==> src/wwd_defines.svh <==
// timing and count constants of the window watchdog
`ifndef WWD_DEFINES_SVH
`define WWD_DEFINES_SVH
`define WWD_CLK_PERIOD_NS 25
`define WWD_TRIG_MIN_NS   7000
`define WWD_TRIG_MIN_CYC  ((`WWD_TRIG_MIN_NS + `WWD_CLK_PERIOD_NS - 1) / `WWD_CLK_PERIOD_NS)
`define WWD_RESET_MS      4
`define WWD_RESET_CYC     (`WWD_RESET_MS * 1000000 / `WWD_CLK_PERIOD_NS)
`define WWD_LEAD_TICKS    7895
`define WWD_CLOSED_TICKS  1053
`define WWD_OPEN_TICKS    1105
`define WWD_FS_DIV        800
`endif

==> src/wwd_pkg.sv <==
// types of the window watchdog
package wwd_pkg;
  typedef enum logic [5:0] {
    WWD_POR    = 6'h01,
    WWD_LEAD   = 6'h02,
    WWD_CLOSED = 6'h04,
    WWD_OPEN   = 6'h08,
    WWD_RST    = 6'h10,
    WWD_OFF    = 6'h20
  } wwd_state_type;
endpackage : wwd_pkg

==> src/wwd_top.sv <==
// window watchdog: trigger qualification, window sequencing, reset pulse generation
`timescale 1ns/100ps
`include "wwd_defines.svh"
module wwd_top
  import wwd_pkg::*;
#(
  parameter logic [17:0] RESET_CYC    = 18'(`WWD_RESET_CYC),
  parameter logic [8:0]  TRIG_MIN_CYC = 9'(`WWD_TRIG_MIN_CYC),
  parameter logic [12:0] LEAD_TICKS   = 13'(`WWD_LEAD_TICKS),
  parameter logic [12:0] CLOSED_TICKS = 13'(`WWD_CLOSED_TICKS),
  parameter logic [12:0] OPEN_TICKS   = 13'(`WWD_OPEN_TICKS),
  parameter logic [9:0]  FS_DIV       = 10'(`WWD_FS_DIV)
)(
  input  wire logic CLK,
  input  wire logic RST_B,
  input  wire logic WD_TRIGGER_N,
  input  wire logic WD_OSC_RESISTOR_PIN,
  input  wire logic OSC_FAULT,
  input  wire logic DIVIDER_STRAP_PIN,
  input  wire logic SLEEP_MODE,
  input  wire logic CFG_WORD_STB,
  input  wire logic CFG_WD_DISABLE,
  input  wire logic LP_REQUEST,
  output logic      RESET_OUT_N,
  output logic      WD_DISABLE_BIT,
  output logic      LOW_POWER_EN,
  output logic      WD_RUNNING
);

  // ==========================================================
  // reset release
  logic rst_meta;
  logic rst_n;

  always_ff @(posedge CLK or negedge RST_B)
  begin
    if (!RST_B)
    begin
      rst_meta <= 1'b0;
      rst_n    <= 1'b0;
    end
    else
    begin
      rst_meta <= 1'b1;
      rst_n    <= rst_meta;
    end
  end

  // ==========================================================
  // pin synchronisers
  logic [3:0] sync_meta;
  logic [3:0] sync_q;
  logic       osc_d;
  wire  [3:0] sync_in = {WD_TRIGGER_N, WD_OSC_RESISTOR_PIN, OSC_FAULT, DIVIDER_STRAP_PIN};
  wire        trig_s  = sync_q[3];
  wire        osc_s   = sync_q[2];
  wire        fault_s = sync_q[1];
  wire        strap_s = sync_q[0];

  always_ff @(posedge CLK or negedge rst_n)
  begin
    if (!rst_n)
    begin
      // idle pin levels, so release brings no false trigger, tick, fault or strap
      sync_meta <= 4'hc;
      sync_q    <= 4'hc;
      osc_d     <= 1'b1;
    end
    else
    begin
      sync_meta <= sync_in;
      sync_q    <= sync_meta;
      osc_d     <= osc_s;
    end
  end

  // ==========================================================
  // tick source
  // one tick per rising edge of the synced square wave
  logic [9:0] fs_cnt;
  wire        fs_tick  = (fs_cnt == FS_DIV - 10'h001);
  wire        ext_tick = osc_s & ~osc_d;
  // resistor fault: internal oscillator keeps the windows running
  wire        tick     = fault_s ? fs_tick : ext_tick;

  always_ff @(posedge CLK or negedge rst_n)
  begin
    if (!rst_n)
      fs_cnt <= 10'h000;
    else
      fs_cnt <= fs_tick ? 10'h000 : fs_cnt + 10'h001;
  end

  // ==========================================================
  // trigger qualification
  // a trigger counts once the low phase has outlasted the glitch limit,
  // so its effect lags the falling edge by that limit
  logic [8:0] low_cnt;
  wire        low_sat    = (low_cnt == TRIG_MIN_CYC);
  wire        trig_valid = ~trig_s & (low_cnt == TRIG_MIN_CYC - 9'h001);
  // with a resistor fault no trigger is ever accepted, so resets keep coming
  wire        trig_ok    = trig_valid & ~fault_s;

  always_ff @(posedge CLK or negedge rst_n)
  begin
    if (!rst_n)
      low_cnt <= 9'h000;
    else if (trig_s)
      low_cnt <= 9'h000;
    else if (!low_sat)
      low_cnt <= low_cnt + 9'h001;
  end

  // ==========================================================
  // disable bit, strap and low-power gate
  // low-power permission follows the bit one cycle late
  logic cfg_pend;
  logic strap_dis;
  wire  wd_off = WD_DISABLE_BIT | strap_dis;

  always_ff @(posedge CLK or negedge rst_n)
  begin
    if (!rst_n)
    begin
      cfg_pend       <= 1'b0;
      WD_DISABLE_BIT <= 1'b0;
      LOW_POWER_EN   <= 1'b0;
    end
    else
    begin
      if (CFG_WORD_STB)
      begin
        cfg_pend <= CFG_WD_DISABLE;
        // clearing takes one word, setting needs two in a row
        WD_DISABLE_BIT <= CFG_WD_DISABLE & cfg_pend;
      end
      LOW_POWER_EN <= LP_REQUEST & WD_DISABLE_BIT;
    end
  end

  // ==========================================================
  // window sequencer
  wwd_state_type state;
  wwd_state_type next_state;
  logic [12:0]   tick_cnt;
  logic [17:0]   ms_cnt;
  wire           ms_done  = (ms_cnt == RESET_CYC - 18'h00001);
  wire           lead_end = tick & (tick_cnt == LEAD_TICKS - 13'h0001);
  wire           clo_end  = tick & (tick_cnt == CLOSED_TICKS - 13'h0001);
  wire           open_end = tick & (tick_cnt == OPEN_TICKS - 13'h0001);
  wire           st_chg   = (next_state != state);
  wire           next_low = (next_state == WWD_POR) | (next_state == WWD_RST);
  // timers run only in the states that use them, so sleep and off really stop counting
  wire           timing_st = (state == WWD_POR) | (state == WWD_RST);
  wire           count_st  = (state == WWD_LEAD) | (state == WWD_CLOSED) | (state == WWD_OPEN);

  always_comb
  begin
    next_state = state;
    // sleep wins over everything; a disable acts everywhere but in the startup hold
    if (SLEEP_MODE)
      next_state = WWD_OFF;
    else if (wd_off && state != WWD_POR)
      next_state = WWD_OFF;
    else
    begin
      case (state)
        WWD_POR:
          if (ms_done)
            next_state = strap_s ? WWD_OFF : WWD_LEAD;
        WWD_LEAD:
          if (trig_ok)
            next_state = WWD_CLOSED;
          else if (lead_end)
            next_state = WWD_RST;
        // closed window judges trig_valid, so a resistor fault cannot hide an early trigger
        WWD_CLOSED:
          if (trig_valid)
            next_state = WWD_RST;
          else if (clo_end)
            next_state = WWD_OPEN;
        WWD_OPEN:
          if (trig_ok)
            next_state = WWD_CLOSED;
          else if (open_end)
            next_state = WWD_RST;
        WWD_RST:
          if (ms_done)
            next_state = WWD_LEAD;
        WWD_OFF:
          next_state = WWD_POR;
        default:
          next_state = WWD_POR;
      endcase
    end
  end

  always_ff @(posedge CLK or negedge rst_n)
  begin
    if (!rst_n)
    begin
      state     <= WWD_POR;
      tick_cnt  <= 13'h0000;
      ms_cnt    <= 18'h00000;
      strap_dis <= 1'b0;
    end
    else
    begin
      state    <= next_state;
      tick_cnt <= (st_chg | ~count_st) ? 13'h0000 : (tick ? tick_cnt + 13'h0001 : tick_cnt);
      ms_cnt   <= (st_chg | ~timing_st) ? 18'h00000 : ms_cnt + 18'h00001;
      // the strap is looked at once, at the end of the startup hold
      if (state == WWD_POR && ms_done && !SLEEP_MODE)
        strap_dis <= strap_s;
      else if (SLEEP_MODE)
        strap_dis <= 1'b0;
    end
  end

  // ==========================================================
  // outputs
  // decoded from next_state so the pin moves on the same edge as the state
  always_ff @(posedge CLK or negedge rst_n)
  begin
    if (!rst_n)
    begin
      RESET_OUT_N <= 1'b0;
      WD_RUNNING  <= 1'b0;
    end
    else
    begin
      RESET_OUT_N <= ~next_low;
      WD_RUNNING  <= (next_state == WWD_LEAD) | (next_state == WWD_CLOSED) | (next_state == WWD_OPEN);
    end
  end

  // ==========================================================
  // checks
  wire quiet = ~SLEEP_MODE & ~wd_off;

  chk_closed_early: assert property (@(posedge CLK) disable iff (!rst_n)
    (state == WWD_CLOSED && trig_valid && quiet) |=> !RESET_OUT_N ##1 !RESET_OUT_N)
    else $error("early trigger did not reset");
  chk_lead_timeout: assert property (@(posedge CLK) disable iff (!rst_n)
    (state == WWD_LEAD && lead_end && !trig_ok && quiet) |=> state == WWD_RST && !RESET_OUT_N)
    else $error("lead time expiry missed");
  chk_open_timeout: assert property (@(posedge CLK) disable iff (!rst_n)
    (state == WWD_OPEN && open_end && !trig_ok && quiet) |=> !RESET_OUT_N)
    else $error("open window expiry missed");
  chk_open_trigger: assert property (@(posedge CLK) disable iff (!rst_n)
    (state == WWD_OPEN && trig_ok && quiet) |=> state == WWD_CLOSED && RESET_OUT_N && tick_cnt == 13'h0000)
    else $error("open window trigger not accepted");
  chk_lead_trigger: assert property (@(posedge CLK) disable iff (!rst_n)
    (state == WWD_LEAD && trig_ok && quiet) |=> state == WWD_CLOSED)
    else $error("lead trigger not accepted");
  chk_glitch_reject: assert property (@(posedge CLK) disable iff (!rst_n)
    trig_valid |-> !$past(trig_s, 1) && !$past(trig_s, 8))
    else $error("short low pulse accepted");
  // sleep or a disable may legally cut a pulse short
  chk_pulse_length: assert property (@(posedge CLK) disable iff (!rst_n)
    $rose(RESET_OUT_N) && !$past(SLEEP_MODE) && !$past(wd_off) |-> $past(ms_cnt) == RESET_CYC - 18'h00001)
    else $error("reset pulse length wrong");
  chk_sleep_quiet: assert property (@(posedge CLK) disable iff (!rst_n)
    SLEEP_MODE |=> !WD_RUNNING && tick_cnt == 13'h0000)
    else $error("watchdog active in sleep");
  chk_disable_double: assert property (@(posedge CLK) disable iff (!rst_n)
    $rose(WD_DISABLE_BIT) |-> $past(cfg_pend) && $past(CFG_WORD_STB))
    else $error("disable bit set by one word");
  chk_lp_gate: assert property (@(posedge CLK) disable iff (!rst_n)
    LOW_POWER_EN |-> $past(WD_DISABLE_BIT))
    else $error("low power without disable");
  chk_lp_refused: assert property (@(posedge CLK) disable iff (!rst_n)
    !WD_DISABLE_BIT |=> !LOW_POWER_EN)
    else $error("low power granted while watchdog enabled");
  chk_wake_lead: assert property (@(posedge CLK) disable iff (!rst_n)
    ((state == WWD_RST || state == WWD_POR) && ms_done && quiet && !strap_s) |=> state == WWD_LEAD && RESET_OUT_N)
    else $error("sequence did not restart from lead time");
  chk_lead_start: assert property (@(posedge CLK) disable iff (!rst_n)
    $rose(RESET_OUT_N) |-> tick_cnt == 13'h0000 && (state == WWD_LEAD || state == WWD_OFF))
    else $error("lead time not started at reset release");
  chk_strap_hold: assert property (@(posedge CLK) disable iff (!rst_n)
    (state == WWD_POR && ms_done && !SLEEP_MODE && strap_s) |=> state == WWD_OFF && RESET_OUT_N && strap_dis)
    else $error("strap did not disable watchdog");
  chk_fault_ignore: assert property (@(posedge CLK) disable iff (!rst_n)
    (fault_s && trig_valid && quiet && (state == WWD_LEAD || state == WWD_OPEN)) |=> state != WWD_CLOSED)
    else $error("trigger accepted with oscillator fault");
  chk_off_timers: assert property (@(posedge CLK) disable iff (!rst_n)
    state == WWD_OFF |-> ms_cnt == 18'h00000 && tick_cnt == 13'h0000)
    else $error("timers count while watchdog off");
  chk_sleep_high: assert property (@(posedge CLK) disable iff (!rst_n)
    SLEEP_MODE |=> RESET_OUT_N)
    else $error("reset output low in sleep");
  chk_low_once: assert property (@(posedge CLK) disable iff (!rst_n)
    trig_valid |=> !trig_valid)
    else $error("long low counted twice");

  // ==========================================================
  // cover points
  cov_lead_closed: cover property (@(posedge CLK) disable iff (!rst_n)
    state == WWD_LEAD ##1 state == WWD_CLOSED);
  cov_open_ok: cover property (@(posedge CLK) disable iff (!rst_n)
    state == WWD_OPEN ##1 state == WWD_CLOSED);
  cov_timeout: cover property (@(posedge CLK) disable iff (!rst_n)
    state == WWD_OPEN ##1 state == WWD_RST);
  cov_strap_off: cover property (@(posedge CLK) disable iff (!rst_n)
    state == WWD_POR ##1 state == WWD_OFF);
  cov_closed_early: cover property (@(posedge CLK) disable iff (!rst_n)
    state == WWD_CLOSED ##1 state == WWD_RST);

endmodule : wwd_top

==> config.mk <==
export PLATFORM = sky130hd
export DESIGN_NAME = wwd_top
export DESIGN_NICKNAME = d
export VERILOG_FILES = /design/src/wwd_pkg.sv /design/src/wwd_top.sv
export VERILOG_INCLUDE_DIRS = /design/src /design/src/src
export SDC_FILE = /design/constraint.sdc
export NUM_CORES = 1
export LEC_CHECK = 0
export ABC_AREA = 1
export BUFFER_PORTS_ARGS = -buffer_cell sky130_fd_sc_hd__buf_2
export CORE_ASPECT_RATIO = 0.7
export CORE_UTILIZATION = 29
export DETAILED_ROUTE_END_ITERATION = 8
export GPL_ROUTABILITY_DRIVEN = 0
export GPL_TIMING_DRIVEN = 1
export PLACE_DENSITY = 0.51
export SETUP_SLACK_MARGIN = 0.5
export SLEW_MARGIN = 0
export SYNTH_ARGS = -nofsm -noshare
export SYNTH_HDL_FRONTEND = slang
export SYNTH_SLANG_ARGS = --single-unit
==> constraint.sdc <==
create_clock -name CLK -period 2.1 [get_ports CLK]
set_input_delay 0 -clock CLK [delete_from_list [all_inputs] [get_ports CLK]]
set_output_delay 0 -clock CLK [all_outputs]
set_load 0.005 [all_outputs]
==> results.json, run 1 <==
{
  "post-place-ws_ps": -300,
  "violations": "negative setup slack",
  "fin_util_pct": 42.1,
  "hpwlAfterDp_mm": 5.81,
  "ir_drop_mv": 0.392,
  "grt_pass1_wl_mm": 14.7,
  "drtIter0Drc": 185,
  "firstDrtPassIters": 5,
  "r2r_cells": 14,
  "pwr-share-comb_pct": 7.1,
  "rsz0062_at_grt": "yes",
  "synth_edf_count": 0,
  "synthCells": 449,
  "syn_area_sq_um": 3880,
  "place.port_buffers": 13,
  "vias": 3221,
  "drive_gt1_share_pct": 35.9,
  "drc_errors": 0,
  "fin_crit_ps": 2130,
  "placed_area_sq_um": 4640,
  "max_freq_mhz": 470,
  "critPathMostFrequentCell": "nor2_4",
  "place_inst": 685,
  "power.density_nw_per_um2": 598,
  "fp.dieW_um": 140,
  "coreArea_sq_um": 12700,
  "timing.rr.start": "low_cnt[1]$_DFFE_PN0P_",
  "cts_tree": "done",
  "synth_cell_types": 37,
  "met3_usage_pct": 3.64,
  "yosysSeqAreaShare_pct": 47.2,
  "die_y_um": 98.8,
  "yosysTopAreaCellShare_pct": 43.2,
  "outcome": "finished, violations left",
  "n_antenna_cell": 0,
  "hold_depth": 4,
  "finish.instance_area_sq_um": 5360,
  "ant_nets": 0,
  "nFillCells": 1231,
  "clk_root_buffer_cell": "clkbuf_16",
  "ys_async_sr_fraction_pct": 100,
  "rows": 34,
  "synth_area_leader_cell": "dfrtp_1",
  "required_ps": 2360,
  "drt-wirelength-per-cell_um": 11.6,
  "syn_to_final_growth_pct": 37.9,
  "clock_latency_ps": 340,
  "setup.worst_path.end_class": "flop",
  "grt.busiest_layer": "met2",
  "cts.sinks": 73,
  "p_sw_share_pct": 23.4,
  "critPathKind": "reg2reg",
  "io_pins": 14,
  "synth_area_per_cell_sq_um": 8.65,
  "clock_skew_ps": 9.97,
  "cp_slowest_cell": "dfrtp_1",
  "ys.flop_type": "dfrtp_1",
  "rrSetupSlack_ps": -30,
  "cap_violations": 0,
  "ys_top_cells_by_area": "dfrtp_1 43%, nand2_1 7.5%, xor2_1 6.5%",
  "clk_path_buf_depth": 2,
  "seqPwrFrac_pct": 45.5,
  "viasPerCell": 4.43,
  "start_util_pct": 30.5,
  "dieArea_sq_um": 13900,
  "period_share_pct": 101,
  "grt_overflow_total": 0,
  "grt_use_total_pct": 13.4,
  "grt_pass1_vias": 3091,
  "numCtsBuffers": 9,
  "regArea_sq_um": 1840,
  "multi_input_area_sq_um": 1940,
  "min_to": "state[3]$_DFF_PN0_",
  "rr_endpoint": "ms_cnt[17]$_DFF_PN0_",
  "final_common_cell": "buf_4",
  "setup_viol": 11,
  "synth_seq_cells": 73,
  "hold_class": "in2reg",
  "final_cell_mix": "71 x buf_4, 70 x nand2_1, 66 x dfrtp_1",
  "finalHoldViolCount": 0,
  "p_clk_share_pct": 47.4,
  "power_mw": 3.20,
  "cp_cell_sequence": "ha_2 -> nand2_2 -> clkinv_2 -> nand4_1 -> nor2_4 -> nand2_4 -> o21ai_2 -> nand3_1 -> nand2_1 -> nand3_2 -> nor2_4 -> nand3_4 -> buf_12 -> nor2_1",
  "p_sw_uw": 749,
  "instances_no_fill": 727,
  "cpPeakStageDelay_ps": 360,
  "worst_setup_path_start_kind": "flop",
  "grt_max_degree": 72,
  "power.leakage_nw": 2.45,
  "drv_slew": 0,
  "gr-usage-met1_pct": 19.1,
  "fin_nets": 577,
  "syn_nets": 466,
  "htree_levels": 3,
  "cp.arrival_ps": 2390,
  "cp_max_fo": 18,
  "wirelength_mm": 8.45,
  "timing.final.ws_setup_ps": -28.9,
  "antenna_found_initial": 0,
  "clk_pin_slew_worst_paths_ps": 60,
  "met2_usage_pct": 19.7,
  "p_int_mw": 2.45,
  "synth_warnings": 0,
  "min_from": "SLEEP_MODE"
}
-- worst max path at each step --
stage	from	endpoint
4_1_cts	low_cnt[0]$_DFFE_PN0P_	ms_cnt[17]$_DFF_PN0_
5_1_grt	low_cnt[1]$_DFFE_PN0P_	ms_cnt[0]$_DFF_PN0_
3_5_place_dp	low_cnt[0]$_DFFE_PN0P_	ms_cnt[17]$_DFF_PN0_
3_3_place_gp	low_cnt[0]$_DFFE_PN0P_	tick_cnt[0]$_DFFE_PN0P_
2_1_floorplan	fs_cnt[0]$_DFF_PN0_	ms_cnt[8]$_DFF_PN0_
6_report	low_cnt[1]$_DFFE_PN0P_	ms_cnt[17]$_DFF_PN0_
-- state kept, by name, summed over array words and instances (netlist names) --
signal and cells:
WD_RUNNING 1, strap_dis 1, ms_cnt 18, cfg_pend 1
state 6, RESET_OUT_N 1, sync_q 4, fs_cnt 10
osc_d 1, rst_n 1, LOW_POWER_EN 1, sync_meta 4
WD_DISABLE_BIT 1, low_cnt 9, tick_cnt 13, rst_meta 1
-- worst max-delay path, delay by kind of cell, from the launching register on --
kind	cells	cell delay [ps]
fa+ha+maj	1	190
buf+inv	2	240
flops	1	360
compound gates	1	180
simple gates	10	1070
-- through the flow --
| step | hold WS (ps) | TNS (ps) |
|---|---|---|
| 2_1_floorplan | -296 | 0 |
| 3_5_place_dp | -213 | -8140 |
| 3_3_place_gp | -214 | -7590 |
| 4_1_cts | 2.69 | -305 |
| 5_1_grt | 15.8 | -6330 |
| 6_report | 0.191 | -120 |
-- power by group through the flow --
| stage | logic [mW] | registers, mW | clock network, mW |
|---|---|---|---|
| floorplan | 0.100 | 1.50 | 0 |
| global route | 0.255 | 1.46 | 1.64 |
| finish | 0.228 | 1.46 | 1.52 |
| global placement | 0.191 | 1.48 | 0 |
| detailed placement | 0.190 | 1.48 | 0 |
| CTS | 0.221 | 1.46 | 1.58 |
-- cell type report --
type                       count  share of cell area, %
sequential                    73                   34.3
tap                          162                   3.79
clock buffer                   9                   4.21
multi-input combinational    304                   36.2
clock inverter                 7                   1.29
timing repair buffer         103                   15.4
inverter                      69                   4.86
-- metal layers --
metal / share of wire (%) / vias to the layer above
li1: - / 1641
met4: 0.62 / 0
met3: 3.6 / 5
met1: 52 / 1515
met2: 44 / 60
met5: 0 / -
-- timing repair --
item,CTS,global route
endpoints found under the setup margin,37,42
hold buffers,11,0
resized for setup,31,29
pin swaps,5,9
setup buffers,8,7
hold endpoints to repair,10,0
-- synth_stat cells (2+ instances only) --
| library cell | count |
|---|---|
| nand2_1 | 78 |
| buf_6 | 2 |
| nor2_1 | 55 |
| inv_2 | 4 |
| o21ai_0 | 7 |
| dfrtp_1 | 67 |
| a21oi_1 | 9 |
| nand2_2 | 5 |
| and3_1 | 2 |
| inv_1 | 64 |
| nor2_4 | 12 |
| xor2_1 | 29 |
| nor3_1 | 9 |
| nand3_2 | 4 |
| ha_1 | 7 |
| nand4_1 | 21 |
| a31oi_1 | 3 |
| dfstp_2 | 6 |
| xnor2_1 | 4 |
| o21bai_1 | 2 |
| nand3_1 | 26 |
| nor4_1 | 2 |
| nor3b_1 | 3 |
| nor2_2 | 15 |
-- cell families after synthesis --
family	count (synthesis)	share of synthesized area, %
AND/OR/NAND/NOR	236	31.2
flip-flops	73	47.2
buffers and inverters	72	7.76
XOR/XNOR	33	7.44
AO/OA/AOI/OAI	27	4.03
adder cells (fa/ha/maj)	7	2.26
other	1	0.0966
No activity file was read; power rests on OpenSTA's default activity.
==> run 2: changes to the inputs <==
TNS_END_PERCENT = 20   (was not set)
==> run 2 against run 1 <==
  * The run still ends with negative setup slack left
  * Global-route usage fell by 0.053 points
  * Clock skew decreased by 4.4 ps
  * Register-to-register slack lost 60 ps
  * Die area unchanged
  * Sequential cell count unchanged
  * Clock-buffer cell count is 2 higher
  * Final cell count shrank 0.14%
  * Routed wire length rose by 2.3%
  * Power is 4.5% higher
  * Worst hold slack improved by 290 ps
  * Sequential power hardly changed
  * Core utilization rose by 0.57 points
  * Critical path type unchanged
  * Largest power group unchanged
==> results.json, run 2 (synthesis gave the netlist of run 1 again) <==
{
  "fin_nets": 576,
  "cp_max_fo": 5,
  "cts.sinks": 73,
  "post-place-ws_ps": -192,
  "violations": "negative setup slack",
  "finalHoldViolCount": 0,
  "viasPerCell": 4.42,
  "worst_setup_path_start_kind": "flop",
  "wirelength_mm": 8.64,
  "required_ps": 2370,
  "critPathKind": "reg2reg",
  "clk_pin_slew_worst_paths_ps": 60,
  "multi_input_area_sq_um": 1940,
  "die_y_um": 98.8,
  "drtIter0Drc": 211,
  "fp.dieW_um": 140,
  "crit_end": "ms_cnt[17]$_DFF_PN0_",
  "cp_cell_sequence": "nand4_2 -> buf_4 -> inv_1 -> nand3_1 -> nand2_1 -> nand2_1 -> xor2_1 -> nand2_1 -> nor2_4 -> nand3_4 -> clkbuf_16 -> nor2_2",
  "drc_errors": 0,
  "ir_drop_mv": 0.336,
  "timing.rr.start": "state[0]$_DFF_PN1_",
  "fin_crit_ps": 2180,
  "firstDrtPassIters": 4,
  "top_signal_layer_used": "met4",
  "rows": 34,
  "wl_met2_mm": 3.69,
  "period_share_pct": 104,
  "setup.worst_path.end_class": "flop",
  "fin_util_pct": 42.7,
  "final_cell_mix": "70 x nand2_1, 67 x buf_4, 66 x dfrtp_1",
  "grt_pass1_wl_mm": 14.6,
  "power.leakage_nw": 2.47,
  "wl_met3_um": 429,
  "coreArea_sq_um": 12700,
  "top_regs": "ms_cnt: 18 flops, tick_cnt: 13 flops, fs_cnt: 10 flops",
  "syn_to_final_growth_pct": 39.8,
  "place_inst": 683,
  "regArea_sq_um": 1840,
  "hold_ws_ps": 293,
  "rr_endpoint": "ms_cnt[17]$_DFF_PN0_",
  "htree_levels": 3,
  "grt_overflow_total": 0,
  "hpwlAfterDp_mm": 6.04,
  "outcome": "finished, violations left",
  "grt_use_total_pct": 13.4,
  "cp.arrival_ps": 2450,
  "timing.final.ws_setup_ps": -84.9,
  "vias": 3208,
  "clk_path_buf_depth": 2,
  "grt_pass1_vias": 3150,
  "cpPeakStageDelay_ps": 570,
  "max_freq_mhz": 458,
  "clk_root_buffer_cell": "clkbuf_16",
  "instances_no_fill": 726,
  "critPathMostFrequentCell": "nand2_1",
  "final_common_cell": "nand2_1",
  "drive_gt1_share_pct": 35.5,
  "drt-wirelength-per-cell_um": 11.9,
  "r2r_cells": 12,
  "rrSetupSlack_ps": -80,
  "cts_tree": "done",
  "largest_register": "ms_cnt",
  "io_pins": 14,
  "wl_met1_mm": 4.42,
  "hold_class": "reg2async",
  "drv_slew": 0,
  "grt_max_degree": 72,
  "clock_skew_ps": 5.55,
  "rsz0062_at_grt": "yes",
  "cap_violations": 0,
  "numCtsBuffers": 9,
  "cp_slowest_cell": "dfstp_2",
  "crit_start": "state[0]$_DFF_PN1_",
  "ant_nets": 0,
  "start_util_pct": 30.5,
  "clock_latency_ps": 330,
  "power.density_nw_per_um2": 616,
  "nFillCells": 1233,
  "largest_register_ff_count": 18,
  "place.port_buffers": 13,
  "n_antenna_cell": 0,
  "setup_viol": 32,
  "antenna_found_initial": 0,
  "dieArea_sq_um": 13900
}
[run 2: per-stage QoR]
| stage | setup TNS (ps) | power [mW] | area [sq um] |
|---|---|---|---|
| finish | -2120 | 3.35 | 5430 |
| floorplan | 0 | 1.60 | 3880 |
| detailed placement | -5170 | 1.69 | 4630 |
| CTS | -2000 | 3.38 | 5220 |
| global route | -7730 | 3.49 | 5430 |
| global placement | -3660 | 1.69 | 4630 |
[run 2: cell type report]
cell class,instances,area share (%)
Clock buffer,11,4.47
Clock inverter,5,1.45
Inverter,69,4.79
Multi-Input combinational cell,304,35.8
Sequential cell,73,33.8
Tap cell,162,3.73
Timing Repair Buffer,102,16.0
[run 2: power by group]
group / leakage (nW) / switching, mW / internal [mW]
logic: 1.34 / 0.140 / 0.109
clock network: 0.159 / 0.569 / 1.07
registers: 0.963 / 0.0178 / 1.44
total: 2.47 / 0.727 / 2.62
[run 2: how the worst min path moves through the flow]
| stage | start | endpoint | slack (ps) | cells past startpoint |
|---|---|---|---|---|
| 2_1_floorplan | RST_B | rst_meta$_DFF_PN0_ | -300 | 0 |
| 3_3_place_gp | RST_B | rst_meta$_DFF_PN0_ | -210 | 1 |
| 3_5_place_dp | RST_B | rst_meta$_DFF_PN0_ | -210 | 1 |
| 4_1_cts | OSC_FAULT | sync_meta[1]$_DFF_PN0_ | 290 | 2 |
| 5_1_grt | OSC_FAULT | sync_meta[1]$_DFF_PN0_ | 300 | 2 |
| 6_report | rst_n$_DFF_PN0_ | ms_cnt[2]$_DFF_PN0_ | 290 | 1 |
[run 2: metal layers]
metal	GRT usage, %	vias to the layer above
met2	19.8	63
li1	-	1642
met4	3.38	0
met3	3.74	11
met5	0	-
met1	19.1	1492
[run 2: what timing repair did]
action | in CTS | in global routing
resized for setup | 29 | 35
pin swaps | 15 | 21
endpoints found under the hold margin | 11 | 0
buffers inserted | 8 | 6
cloned | 1 | 1
setup endpoints to repair | 37 | 41
hold buffers | 11 | 0
[run 2: worst max-delay path: cells and delay by family (launching register included)]
| kind | cells | cell delay [ps] |
|---|---|---|
| buffers and inverters | 3 | 450 |
| xor gates and xnor gates | 1 | 170 |
| and+or+nand+nor | 8 | 940 |
| DFF | 1 | 570 |
